[src/design/sweep_pkg.sv]
// Shared constants, register map and types of the frequency-sweep control
package sweep_pkg;

	// Widths
	localparam int unsigned ADDR_W  = 5;
	localparam int unsigned DATA_W  = 30;
	localparam int unsigned WIDE_W  = 48;
	localparam int unsigned LOW_W   = 18;
	localparam int unsigned DELAY_W = 21;

	// Register offsets on the serial register port
	localparam logic [4:0] GPIO_MASTER_CONTROL  = 5'h01;
	localparam logic [4:0] REFERENCE_DIVIDER    = 5'h02;
	localparam logic [4:0] TRIGGER_DELAY_COUNT  = 5'h05;
	localparam logic [4:0] DOWN_DWELL_HIGH      = 5'h06;
	localparam logic [4:0] DOWN_DWELL_LOW       = 5'h07;
	localparam logic [4:0] GPIO_DIRECTION       = 5'h08;
	localparam logic [4:0] SEED_HIGH            = 5'h0a;
	localparam logic [4:0] SEED_LOW             = 5'h0b;
	localparam logic [4:0] DOWN_STEP_COUNT_HIGH = 5'h0c;
	localparam logic [4:0] DOWN_STEP_COUNT_LOW  = 5'h0d;
	localparam logic [4:0] SWEEP_CONTROL        = 5'h0e;
	localparam logic [4:0] UP_DWELL_HIGH        = 5'h10;
	localparam logic [4:0] UP_DWELL_LOW         = 5'h11;
	localparam logic [4:0] UP_STEP_SIZE_HIGH    = 5'h12;
	localparam logic [4:0] UP_STEP_SIZE_LOW     = 5'h13;
	localparam logic [4:0] UP_STEP_COUNT_HIGH   = 5'h14;
	localparam logic [4:0] UP_STEP_COUNT_LOW    = 5'h15;
	localparam logic [4:0] DOWN_STEP_SIZE_HIGH  = 5'h19;
	localparam logic [4:0] DOWN_STEP_SIZE_LOW   = 5'h1a;
	localparam logic [4:0] SWEEP_STATUS         = 5'h1b;

	// Field positions in sweep_control
	localparam int unsigned AUTO_LO_BIT    = 2;
	localparam int unsigned AUTO_HI_BIT    = 3;
	localparam int unsigned DELAY_EN_BIT   = 7;
	localparam int unsigned AUTOSEED_BIT   = 8;
	localparam int unsigned SWEEP_EN_BIT   = 11;
	localparam int unsigned TRIG_CMD_BIT   = 12;
	localparam int unsigned TRIG_SRC_BIT   = 13;
	localparam int unsigned SHAPE_BIT      = 22;
	localparam int unsigned ONE_WAY_BIT    = 25;
	localparam int unsigned DIR_BIT        = 26;
	// Field positions in the GPIO registers
	localparam int unsigned GPIO_MASTER_BIT = 4;
	localparam int unsigned TRIG_PIN_DIR_BIT = 13;

	// Values after reset
	localparam logic [29:0] REG_RESET   = 30'h0;
	localparam logic [20:0] DELAY_RESET = 21'h0;
	localparam logic [47:0] WIDE_RESET  = 48'h0;

	// Sweep engine states
	typedef enum logic [3:0] {
		SW_IDLE  = 4'b0001,
		SW_WAIT  = 4'b0010,
		SW_RAMP  = 4'b0100,
		SW_DWELL = 4'b1000
	} sweep_state_e;

	// Join a 30-bit upper and 18-bit lower register into one value
	function automatic logic [47:0] join48(input logic [29:0] hi,
		input logic [29:0] lo);
		join48 = {hi, lo[17:0]};
	endfunction : join48

endpackage : sweep_pkg

[src/design/frequency_sweep_control.sv]
// Sweep configuration registers, trigger selection and ramp sequencer
// What this block does
// - Shape bit one: symmetric ramps on up set only; zero: asymmetric.
// - Symmetric falling ramp mirrors rising dwell, step, count; reversed.
// - Up step joins 0x12[29:0], 0x13[17:0]; up dwell joins 0x10, 0x11.
// - Up step count upper 30 bits come from 0x14[29:0].
// - Asymmetric down dwell joins 0x06 upper and 0x07[17:0] lower.
// - Asymmetric down step high part from 0x19[29:0]; low part from 0x1a[17:0].
// - Asymmetric down step count joins 0x0c[29:0] and 0x0d[17:0].
// - Trigger source bit zero selects register trigger, one the pin.
// - Writing one to the command bit fires one register-source trigger.
// - With pin source the trigger comes from the GPIO trigger pin.
// - Delay-enable bit adds programmable delay; clear acts at once.
// - Enabled delay waits the 21-bit count of reference periods.
// - Delay of one takes effect at the next reference rising edge.
// - Sweep runs only while the sweep-enable bit is one.
// - Direction bit one starts rising, zero starts falling.
// - Autoseed reloads the 48-bit seed at the start of every ramp.
// - Step applied once per reference period for the programmed step count.
module frequency_sweep_control (
	// Clock, reset and enable
	input  wire logic                          core_clk,
	input  wire logic                          rst_b,
	input  wire logic                          ce,
	// Register port
	input  wire logic                          regWrEn,
	input  wire logic                          regRdEn,
	input  wire logic [sweep_pkg::ADDR_W-1:0]  regAddr,
	input  wire logic [sweep_pkg::DATA_W-1:0]  regWrData,
	output logic      [sweep_pkg::DATA_W-1:0]  regRdData,
	// External trigger pin
	input  wire logic                          gpioTriggerPin,
	// Sweep outputs to the delta_sigma_modulator
	output logic      [sweep_pkg::WIDE_W-1:0]  freqOffset,
	output logic                               rampUp,
	output logic                               rampActive,
	output logic                               dwellActive,
	output logic                               seedLoad,
	output logic      [sweep_pkg::WIDE_W-1:0]  seedValue,
	output logic                               sweepTrigger
);
	import sweep_pkg::*;

	// Register storage, one word per address
	logic [DATA_W-1:0] regFile [0:31];

	// Address decode: mapped, writable registers
	function automatic logic isMapped(input logic [4:0] a);
		if (a == GPIO_MASTER_CONTROL || a == REFERENCE_DIVIDER)
			isMapped = 1'b1;
		else if (a == TRIGGER_DELAY_COUNT || a == GPIO_DIRECTION)
			isMapped = 1'b1;
		else if (a == DOWN_DWELL_HIGH || a == DOWN_DWELL_LOW)
			isMapped = 1'b1;
		else if (a == SEED_HIGH || a == SEED_LOW)
			isMapped = 1'b1;
		else if (a == DOWN_STEP_COUNT_HIGH || a == DOWN_STEP_COUNT_LOW)
			isMapped = 1'b1;
		else if (a == SWEEP_CONTROL)
			isMapped = 1'b1;
		else if (a >= UP_DWELL_HIGH && a <= UP_STEP_COUNT_LOW)
			isMapped = 1'b1;
		else if (a == DOWN_STEP_SIZE_HIGH || a == DOWN_STEP_SIZE_LOW)
			isMapped = 1'b1;
		else
			isMapped = 1'b0;
	endfunction : isMapped

	// Choose the parameter of the ramp direction in use
	function automatic logic [47:0] pickSet(input logic up,
		input logic symm, input logic [47:0] upVal,
		input logic [47:0] downVal);
		pickSet = (up || symm) ? upVal : downVal;
	endfunction : pickSet

	sweep_state_e      state;
	logic [47:0]       stepsLeft;
	logic [47:0]       dwellLeft;
	logic [2:0]        pinSync;
	logic              pinLevel;
	logic              pinEdge;
	logic              spiTrig;
	logic              pinTrig;
	logic              trigRaw;

	// Control fields
	logic [DATA_W-1:0] ctrl;
	logic              symm;
	logic              oneWay;
	logic              autoMode;
	logic              srcPin;
	logic [47:0]       upStep;
	logic [47:0]       downStep;
	logic [47:0]       upCount;
	logic [47:0]       downCount;
	logic [47:0]       upDwell;
	logic [47:0]       downDwell;
	logic [47:0]       activeStep;
	logic              startRamp;
	logic              nextDir;

	assign ctrl     = regFile[SWEEP_CONTROL];
	assign symm     = ctrl[SHAPE_BIT];
	assign oneWay   = ctrl[ONE_WAY_BIT];
	assign autoMode = ctrl[AUTO_HI_BIT] && ctrl[AUTO_LO_BIT];
	assign srcPin   = ctrl[TRIG_SRC_BIT];

	// Wide sweep parameters
	assign upStep    = join48(regFile[UP_STEP_SIZE_HIGH],
		regFile[UP_STEP_SIZE_LOW]);
	assign upDwell   = join48(regFile[UP_DWELL_HIGH],
		regFile[UP_DWELL_LOW]);
	assign upCount   = join48(regFile[UP_STEP_COUNT_HIGH],
		regFile[UP_STEP_COUNT_LOW]);
	assign downDwell = join48(regFile[DOWN_DWELL_HIGH],
		regFile[DOWN_DWELL_LOW]);
	assign downStep  = join48(regFile[DOWN_STEP_SIZE_HIGH],
		regFile[DOWN_STEP_SIZE_LOW]);
	assign downCount = join48(regFile[DOWN_STEP_COUNT_HIGH],
		regFile[DOWN_STEP_COUNT_LOW]);

	// Symmetric ramps reuse the up set in both directions
	assign activeStep = pickSet(rampUp, symm, upStep, downStep);

	// Register writes; trigger command bit never stored
	always_ff @(posedge core_clk) begin
		if (!rst_b) begin
			for (int i = 0; i < 32; i++) begin
				regFile[i] <= REG_RESET;
			end
		end else if (ce && regWrEn && isMapped(regAddr)) begin
			regFile[regAddr] <= regWrData;
			if (regAddr == SWEEP_CONTROL) begin
				regFile[regAddr][TRIG_CMD_BIT] <= 1'b0;
			end
		end
	end

	// Read data, status word shows the sequencer
	always_ff @(posedge core_clk) begin
		if (!rst_b) begin
			regRdData <= REG_RESET;
		end else if (ce && regRdEn) begin
			if (regAddr == SWEEP_STATUS)
				regRdData <= {24'h0, rampUp, pinLevel, state};
			else if (isMapped(regAddr))
				regRdData <= regFile[regAddr];
			else
				regRdData <= REG_RESET;
		end
	end

	// Pin synchroniser; a change counts once stages two and three agree
	always_ff @(posedge core_clk) begin
		if (!rst_b) begin
			pinSync  <= 3'h0;
			pinLevel <= 1'b0;
		end else if (ce) begin
			pinSync <= {pinSync[1:0], gpioTriggerPin};
			if (pinSync[1] == pinSync[2]) begin
				pinLevel <= pinSync[2];
			end
		end
	end

	assign pinEdge = (pinSync[1] == pinSync[2]) && pinSync[2] && !pinLevel;

	// Trigger source selection
	assign spiTrig = ce && regWrEn && regAddr == SWEEP_CONTROL
		&& regWrData[TRIG_CMD_BIT] && !regWrData[TRIG_SRC_BIT];
	assign pinTrig = ce && pinEdge && srcPin
		&& regFile[GPIO_MASTER_CONTROL][GPIO_MASTER_BIT]
		&& !regFile[GPIO_DIRECTION][TRIG_PIN_DIR_BIT];
	assign trigRaw = spiTrig || pinTrig;

	trigger_delay u_delay (
		.core_clk   (core_clk),
		.rst_b      (rst_b),
		.ce         (ce),
		.delayEn    (ctrl[DELAY_EN_BIT]),
		.delayCount (regFile[TRIGGER_DELAY_COUNT][20:0]),
		.trigIn     (trigRaw),
		.trigOut    (sweepTrigger)
	);

	// Ramp start: trigger or automatic mode in wait, or auto two-way turn
	always_comb begin
		startRamp = 1'b0;
		nextDir   = rampUp;
		case (state)
			SW_WAIT: begin
				startRamp = sweepTrigger || autoMode;
			end
			SW_DWELL: begin
				if (dwellLeft <= 48'h1 && autoMode && !oneWay) begin
					startRamp = 1'b1;
					nextDir   = !rampUp;
				end
			end
			default: begin
				startRamp = 1'b0;
			end
		endcase
	end

	// Sweep sequencer
	always_ff @(posedge core_clk) begin
		if (!rst_b) begin
			state      <= SW_IDLE;
			stepsLeft  <= WIDE_RESET;
			dwellLeft  <= WIDE_RESET;
			freqOffset <= WIDE_RESET;
			rampUp     <= 1'b1;
		end else if (ce) begin
			if (!ctrl[SWEEP_EN_BIT]) begin
				state      <= SW_IDLE;
				freqOffset <= WIDE_RESET;
			end else if (startRamp) begin
				rampUp    <= nextDir;
				stepsLeft <= pickSet(nextDir, symm, upCount, downCount);
				if (pickSet(nextDir, symm, upCount, downCount) == WIDE_RESET)
				begin
					state     <= SW_DWELL;
					dwellLeft <= pickSet(nextDir, symm, upDwell, downDwell);
				end else begin
					state <= SW_RAMP;
				end
			end else begin
				case (state)
					SW_IDLE: begin
						state  <= SW_WAIT;
						rampUp <= ctrl[DIR_BIT];
					end
					SW_RAMP: begin
						if (rampUp)
							freqOffset <= freqOffset + activeStep;
						else
							freqOffset <= freqOffset - activeStep;
						stepsLeft <= stepsLeft - 48'h1;
						if (stepsLeft <= 48'h1) begin
							state     <= SW_DWELL;
							dwellLeft <= pickSet(rampUp, symm, upDwell,
								downDwell);
						end
					end
					SW_DWELL: begin
						dwellLeft <= dwellLeft - 48'h1;
						if (dwellLeft <= 48'h1) begin
							state <= SW_WAIT;
							if (oneWay) begin
								freqOffset <= WIDE_RESET;
								rampUp     <= ctrl[DIR_BIT];
							end else begin
								rampUp <= !rampUp;
							end
						end
					end
					default: begin
						state <= state;
					end
				endcase
			end
		end
	end

	// Seed reload at each ramp start
	always_ff @(posedge core_clk) begin
		if (!rst_b) begin
			seedLoad  <= 1'b0;
			seedValue <= WIDE_RESET;
		end else if (ce) begin
			seedLoad <= startRamp && ctrl[SWEEP_EN_BIT]
				&& ctrl[AUTOSEED_BIT];
			if (startRamp && ctrl[AUTOSEED_BIT]) begin
				seedValue <= join48(regFile[SEED_HIGH], regFile[SEED_LOW]);
			end
		end
	end

	assign rampActive  = (state == SW_RAMP);
	assign dwellActive = (state == SW_DWELL);
endmodule : frequency_sweep_control

[src/design/trigger_delay.sv]
// Programmable trigger delay counted in reference periods
module trigger_delay (
	// Clock and reset
	input  wire logic                      core_clk,
	input  wire logic                      rst_b,
	input  wire logic                      ce,
	// Configuration
	input  wire logic                      delayEn,
	input  wire logic [sweep_pkg::DELAY_W-1:0] delayCount,
	// Trigger in and out
	input  wire logic                      trigIn,
	output logic                           trigOut
);
	import sweep_pkg::*;

	logic                busy;
	logic [DELAY_W-1:0]  remain;

	// Count down from the programmed delay; later triggers ignored meanwhile
	always_ff @(posedge core_clk) begin
		if (!rst_b) begin
			busy   <= 1'b0;
			remain <= DELAY_RESET;
		end else if (ce) begin
			if (!busy && trigIn && delayEn) begin
				busy   <= 1'b1;
				remain <= delayCount;
			end else if (busy && remain <= 21'h1) begin
				busy   <= 1'b0;
			end else if (busy) begin
				remain <= remain - 21'h1;
			end
		end
	end

	// Delay of one fires so the action lands on the next reference edge
	assign trigOut = delayEn ? (busy && remain <= 21'h1) : trigIn;
endmodule : trigger_delay

[config.mk]
export PLATFORM = sky130hd
export DESIGN_NAME = frequency_sweep_control
export DESIGN_NICKNAME = d
export VERILOG_FILES = /design/src/design/sweep_pkg.sv /design/src/design/frequency_sweep_control.sv /design/src/design/trigger_delay.sv
export SDC_FILE = /design/constraint.sdc
export NUM_CORES = 2
export LEC_CHECK = 0
export ABC_CLOCK_PERIOD_IN_PS = 9400
export BUFFER_PORTS_ARGS = -buffer_cell sky130_fd_sc_hd__buf_2
export CAP_MARGIN = 20
export CORE_UTILIZATION = 30
export DETAILED_ROUTE_END_ITERATION = 12
export GPL_ROUTABILITY_DRIVEN = 0
export GPL_TIMING_DRIVEN = 0
export PLACE_DENSITY_LB_ADDON = 0.1
export RECOVER_POWER = 50
export SLEW_MARGIN = 10
export SYNTH_ARGS = -nofsm -noshare
export SYNTH_HDL_FRONTEND = slang
export SYNTH_SLANG_ARGS = --single-unit
[constraint.sdc]
create_clock -name core_clk -period 9.4 [get_ports core_clk]
set_input_delay 0 -clock core_clk [delete_from_list [all_inputs] [get_ports core_clk]]
set_output_delay 0 -clock core_clk [all_outputs]
set_load 0.1 [all_outputs]
======== Word level (Yosys, flattened, before mapping) ========
Memories as Yosys holds them, arrays and structs flattened. A register that Yosys moved wholly into a read port is not among the register bits.
Index checks and enable logic that the tools add are counted.
cells by class
  add/sub/neg operators ................... 5
  $lt $le $gt $ge ......................... 5
  equality and inequality tests ........... 30
  mux-type cells .......................... 62
  bitwise logic cells ..................... 1
  reductions and logical operators ........ 56
operators with widths
  cell                                                                     count
  48-bit 2-to-1 mux                                                        14
  48-bit case mux with 2 select lines                                      2
  48-bit by 1-bit <= comparator with 1-bit output, second input constant   2
  48-bit by 1-bit subtractor with 48-bit output, second input constant     2
  30-bit 2-to-1 mux                                                        3
  21-bit 2-to-1 mux                                                        3
  48-bit adder                                                             1
  48-bit zero test                                                         1
  48-bit subtractor                                                        1
  5-bit by 4-bit == test with 1-bit output, second input constant          6
  1-bit 2-to-1 mux                                                         30
  30-bit OR reduction                                                      1
  1-bit logical AND                                                        22
  21-bit by 1-bit <= comparator with 1-bit output, second input constant   1
  21-bit by 1-bit subtractor with 21-bit output, second input constant     1
  4-bit 2-to-1 mux                                                         5
  5-bit by 3-bit == test with 1-bit output, second input constant          3
  5-bit == test, second input constant                                     3
  4-bit case mux with 3 select lines                                       1
  1-bit logical OR                                                         10
  5-bit AND reduction                                                      2
  1-bit zero test                                                          8
  4-bit by 2-bit inequality test with 1-bit output, second input constant  2
  4-bit AND reduction                                                      2
  23 further kinds                                                         33
word-level totals
  register bits after elaboration ......... 206
  RAM bits ................................ 960
  output and inout bits ................... 131
  logic and storage cells ................. 171
  memories ................................ 1
memory list
  name     words  width  rd ports  clocked after memory_dff  wr ports  line                           text
  regFile  32     30     19        2                         32        frequency_sweep_control.sv:45  logic [DATA_W-1:0] regFile [0:31];

======== Logic depth before layout (Yosys ltp) ========
  depth in word-level cells ............... 18
  depth in mapped cells ................... 29
  mapped depth without buffers ............ 22

======== Hierarchy ========
A second synthesis with hierarchy kept.
unflattened totals
  cell total of the unflattened synthesis .. 5,018
  area total of the unflattened synthesis .. 58,994.1 µm²
modules (own cells, without submodules)
  module                   instances  cells an instance  area an instance (µm²)
  frequency_sweep_control  1          4,838              57,533.9
  trigger_delay            1          180                1,460.2

======== Worst setup path after synthesis ========
OpenSTA, ideal clock, no wires.
  path kind ............................... reg2reg
  from .................................... reg rampUp
  to ...................................... reg freqOffset[44] in the netlist's numbering
  library setup time ...................... 0.091 ns
  arrival time ............................ 7.840 ns
  setup slack ............................. 1.469 ns
  stages on the path, launching flop included .. 29
  buffers on the path ..................... 7
  clock period less this slack ............ 7.931 ns
  path through ............................ dfxtp_1 > nor2_1 > clkbuf_1 > clkbuf_1 > clkbuf_1 > buf_1 > clkbuf_1 > buf_1 > mux2i_1 > ha_1 > o211ai_1 > nor3_2 > nand2_1 > nor3_1 > nor3b_1 > nor3b_1 > o21ai_0 > o221a_2 > ha_1 > clkbuf_1 > a21o_1 > a211oi_1 > o21ai_0 > o211ai_1 > o31ai_1 > a221oi_1 > nor2_1 > or4b_2 > a311oi_1
between the ends
  word-level cells in the longest chain between the ends .. 7
RTL lines
  item                                                      line                                                            text
  from (decl)                                               frequency_sweep_control.sv:35                                   output logic rampUp,
  from (signal assigned)                                    frequency_sweep_control.sv:219                                  rampUp <= nextDir;
  from (signal assigned)                                    frequency_sweep_control.sv:232                                  rampUp <= ctrl[DIR_BIT];
  from (signal assigned)                                    frequency_sweep_control.sv:252                                  rampUp <= ctrl[DIR_BIT];
  1-bit logical OR                                          frequency_sweep_control.sv:73                                   pickSet = (up || symm) ? upVal : downVal;
  48-bit 2-to-1 mux                                         frequency_sweep_control.sv:73
  48-bit subtractor / 48-bit adder (equally long branches)  frequency_sweep_control.sv:238, frequency_sweep_control.sv:236
  48-bit 2-to-1 mux *                                       frequency_sweep_control.sv:235                                  if (rampUp)
  48-bit case mux with 2 select lines *                     frequency_sweep_control.sv:229                                  case (state)
  48-bit 2-to-1 mux *                                       frequency_sweep_control.sv:218                                  end else if (startRamp) begin
  48-bit 2-to-1 mux *                                       frequency_sweep_control.sv:215                                  if (!ctrl[SWEEP_EN_BIT]) begin
  to (signal assigned)                                      frequency_sweep_control.sv:236                                  freqOffset <= freqOffset + activeStep;
  to (signal assigned)                                      frequency_sweep_control.sv:238                                  freqOffset <= freqOffset - activeStep;
  to (decl)                                                 frequency_sweep_control.sv:34                                   output logic [sweep_pkg::WIDE_W-1:0] freqOffset,
Mark *: on every way between the ends. The rest lies on a longest branch, timed or not. The select of a mux whose other input is x is not followed.
A chain may end at the register's enable or synchronous reset.

==> flow_summary.json <==
{
  "status": "finished, violations left",
  "violations": "capacitance limit, slew limit",
  "worst-setup-path-type": "flop to flop",
  "initial_core_util_pct": 30.3,
  "clock_sinks": 1212,
  "path_common_cell": "clkbuf_4",
  "final_area_um2": 70400,
  "detailed_place_hpwl_um": 234000,
  "yosysWarnings": 0,
  "grt-ovfl-total": 0,
  "synth_seq_area_share_pct": 57.7,
  "setup_violations": 0,
  "avgSynthCellArea_um2": 12.1,
  "ys_seq_elements": 1212,
  "routed_wl_um": 307000,
  "synth_area_um2": 58700,
  "async_reset_ff_share_pct": 0,
  "cts_root_buffer": "clkbuf_16",
  "drive_above_1_share_pct": 11.8,
  "critPathMaxStageDelay_ns": 0.63,
  "crit_fanout": 19,
  "core_area_um2": 193000,
  "grt_max_degree": 30,
  "ys.flop_type": "edfxtp_1",
  "min_period_over_period_pct": 95.2,
  "via_count": 47900,
  "syn_to_final_growth_pct": 20.0,
  "fillers": 19100,
  "hold_viol": 0,
  "startpoint_type": "flop",
  "peakVddDrop_v": 0.000213,
  "grt_usage_pct": 30.5,
  "cts_tree": "done",
  "clkLatencyLatePin_ns": 0.83,
  "synth_edf_count": 958,
  "ys_top_cells_by_area": "edfxtp_1, mux4_2, dfxtp_1",
  "io_pins": 172,
  "period_minus_slack_ns": 8.95,
  "clk_pin_slew_ns": 0.06,
  "drt-pass1-iter-count": 7,
  "leakage_nw": 25.6,
  "post_dp_cell_area_um2": 65800,
  "critPathSlowestCell": "or4b_2",
  "slew_headroom_pct": -87.8,
  "io_buffers": 168,
  "tightest_slew_ns": 2.79,
  "grt_pass1_vias": 43700,
  "yosysTopAreaCellShare_pct": 49.0,
  "antenna_found_initial": 46,
  "arrival_ns": 9.69,
  "h-tree-depth": 4,
  "drt_iter0_drc": 7586,
  "ys_types": 73,
  "cts_buffer_depth": 3,
  "die-area_um2": 197000,
  "fmaxAchievable_ghz": 0.112,
  "cts_setup_buffers": 0,
  "p_per_area_nw_per_um2": 193,
  "synthCells": 4834,
  "hp-class": "primary input to flop",
  "rsz0062_at_grt": "no",
  "viasPerCell": 5.76,
  "synth.largest_area_cell": "edfxtp_1",
  "row_count": 161,
  "p_total_mw": 13.6,
  "wl_per_cell_um": 36.9,
  "grt_pass1_wl_um": 404000,
  "slew_violations": 239,
  "drc": 0,
  "fin_worst_skew_ns": 0.0330,
  "die_h_um": 444,
  "nets": 5739,
  "die_w_um": 444,
  "cts_buffers": 150,
  "worstSetupEndpointType": "flop",
  "cp_data_required_time_ns": 10.15,
  "maxCapViolations": 15,
  "postRouteAntennaNets": 0
}
[logic make-up (layout without fill, tap and decap cells)]
| group | after synthesis | count (layout) | share of synthesized area [%] |
|---|---|---|---|
| and+or+nand+nor | 1648 | 1648 | 14.8 |
| DFF | 1212 | 1212 | 57.7 |
| AOI/OAI and AO/OA | 955 | 955 | 9.92 |
| buffers and inverters | 457 | 998 | 2.95 |
| muxes | 367 | 367 | 11.4 |
| xor gates and xnor gates | 138 | 138 | 2.08 |
| adders and majority gates | 56 | 56 | 1.21 |
| other | 1 | 412 | 0.00639 |
[flip-flops by register name, summed over array words and instances, names as in the netlist]
| signal | cells |
|---|---|
| regFile | 958 |
| dwellLeft | 48 |
| freqOffset | 48 |
| seedValue | 48 |
| stepsLeft | 48 |
| regRdData | 30 |
| u_delay.remain | 21 |
| state | 4 |
| pinSync | 3 |
| pinLevel | 1 |
| rampUp | 1 |
| seedLoad | 1 |
| u_delay.busy | 1 |
[critical path, delay by kind of cell, from the launching register on]
kind	cells	cell delay (ns)
buf+inv	6	2.12
fa+ha+maj	2	0.63
simple gates	8	2.54
compound gates	10	2.53
mux	1	0.49
flops	1	0.50
[where the power goes]
group / total, mW / internal [mW] / switching [mW]
Sequential: 6.31 / 6.08 / 0.230
Combinational: 1.52 / 0.428 / 1.09
Clock: 5.78 / 3.28 / 2.50
[area by class of cell]
class,count,area [µm²],share of cell area (%)
clock inverters,61,621,0.881
multi-input cells,3553,24700,35.1
plain buffers,401,1610,2.29
diodes,23,57.6,0.0817
repair buffers,269,2060,2.92
clock buffers,212,4140,5.88
flip-flops and latches,1212,33900,48.1
well taps,2526,3160,4.49
inverters,55,206,0.293
[repair_timing]
item,CTS,global route
resized for setup,10,5
endpoints found under the hold margin,272,0
hold buffers,34,0
setup endpoints to repair,33,3
gates cloned,0,0
[per-layer routing]
metal | track usage [%] | vias to the layer above | wire, µm
met5 | 0 | - | 89
met4 | 19.7 | 14 | 24100
met3 | 6.53 | 722 | 30400
met2 | 44.6 | 3203 | 129000
met1 | 40.7 | 24200 | 123000
li1 | - | 19700 | -
[layout by cell type, fill, tap and decap left out, types with 36 or more instances in the layout]
cell type,n
clkbuf_1,498
xnor2_1,71
and2_1,191
nand2_1,341
mux4_2,238
edfxtp_1,958
clkbuf_16,152
or3_1,70
dfxtp_1,254
nor4_1,91
nor3_1,112
o21ai_0,205
nand3_1,53
ha_1,55
mux2i_1,106
o22ai_1,135
xor2_1,66
and2_0,81
a21oi_1,302
inv_1,52
nor2_1,268
and3_1,310
conb_1,389
a22oi_1,36
a211oi_1,88
buf_2,76
[cell usage after synthesis, types with 21 or more instances]
cell / instances
mux4_2: 238
nor3_1: 112
a21o_1: 28
buf_1: 55
xnor2_1: 71
and2_1: 270
edfxtp_1: 958
xor2_1: 66
ha_1: 55
nand4_1: 23
mux2i_1: 106
a31oi_1: 21
a21oi_1: 302
o21ai_0: 216
a211oi_1: 88
and3_1: 310
a22oi_1: 36
nand3_1: 53
nor4_1: 93
or3_1: 70
nor2_1: 270
nand2_1: 341
inv_1: 53
dfxtp_1: 254
mux2_2: 23
clkbuf_1: 334
o22ai_1: 135
[worst paths after layout]
path / from / cells past startpoint / to / slack (ns)
worst max register to register: regFile[14][22]$_SDFFCE_PN0P_ / 27 / freqOffset[44]$_SDFFE_PN0P_ / 0.45
worst min-delay path: regWrData[13] / 6 / u_delay.remain[1]$_SDFFE_PN0P_ / 0.12
worst min register to register: seedValue[9]$_SDFFE_PN0P_ / 2 / seedValue[9]$_SDFFE_PN0P_ / 0.46
worst max-delay path: regFile[14][22]$_SDFFCE_PN0P_ / 27 / freqOffset[44]$_SDFFE_PN0P_ / 0.45
[through the flow]
stage | worst slack [ns] | util (%) | hold slack [ns] | instances | TNS (ns)
2_1_floorplan | 1.47 | - | 0.147 | 5222 | 0
3_3_place_gp | -1.60 | 33.2 | 0.251 | 7916 | -104.92
3_5_place_dp | -1.68 | 34.0 | 0.253 | 7981 | -19.88
4_1_cts | 0.0612 | 36.6 | 0.0343 | 8287 | 0
5_1_grt | 0.109 | 36.4 | 0.0531 | 8292 | 0
6_report | 0.454 | 36.4 | 0.119 | 8312 | 0
Note: power is estimated with default switching activity, not from simulation.
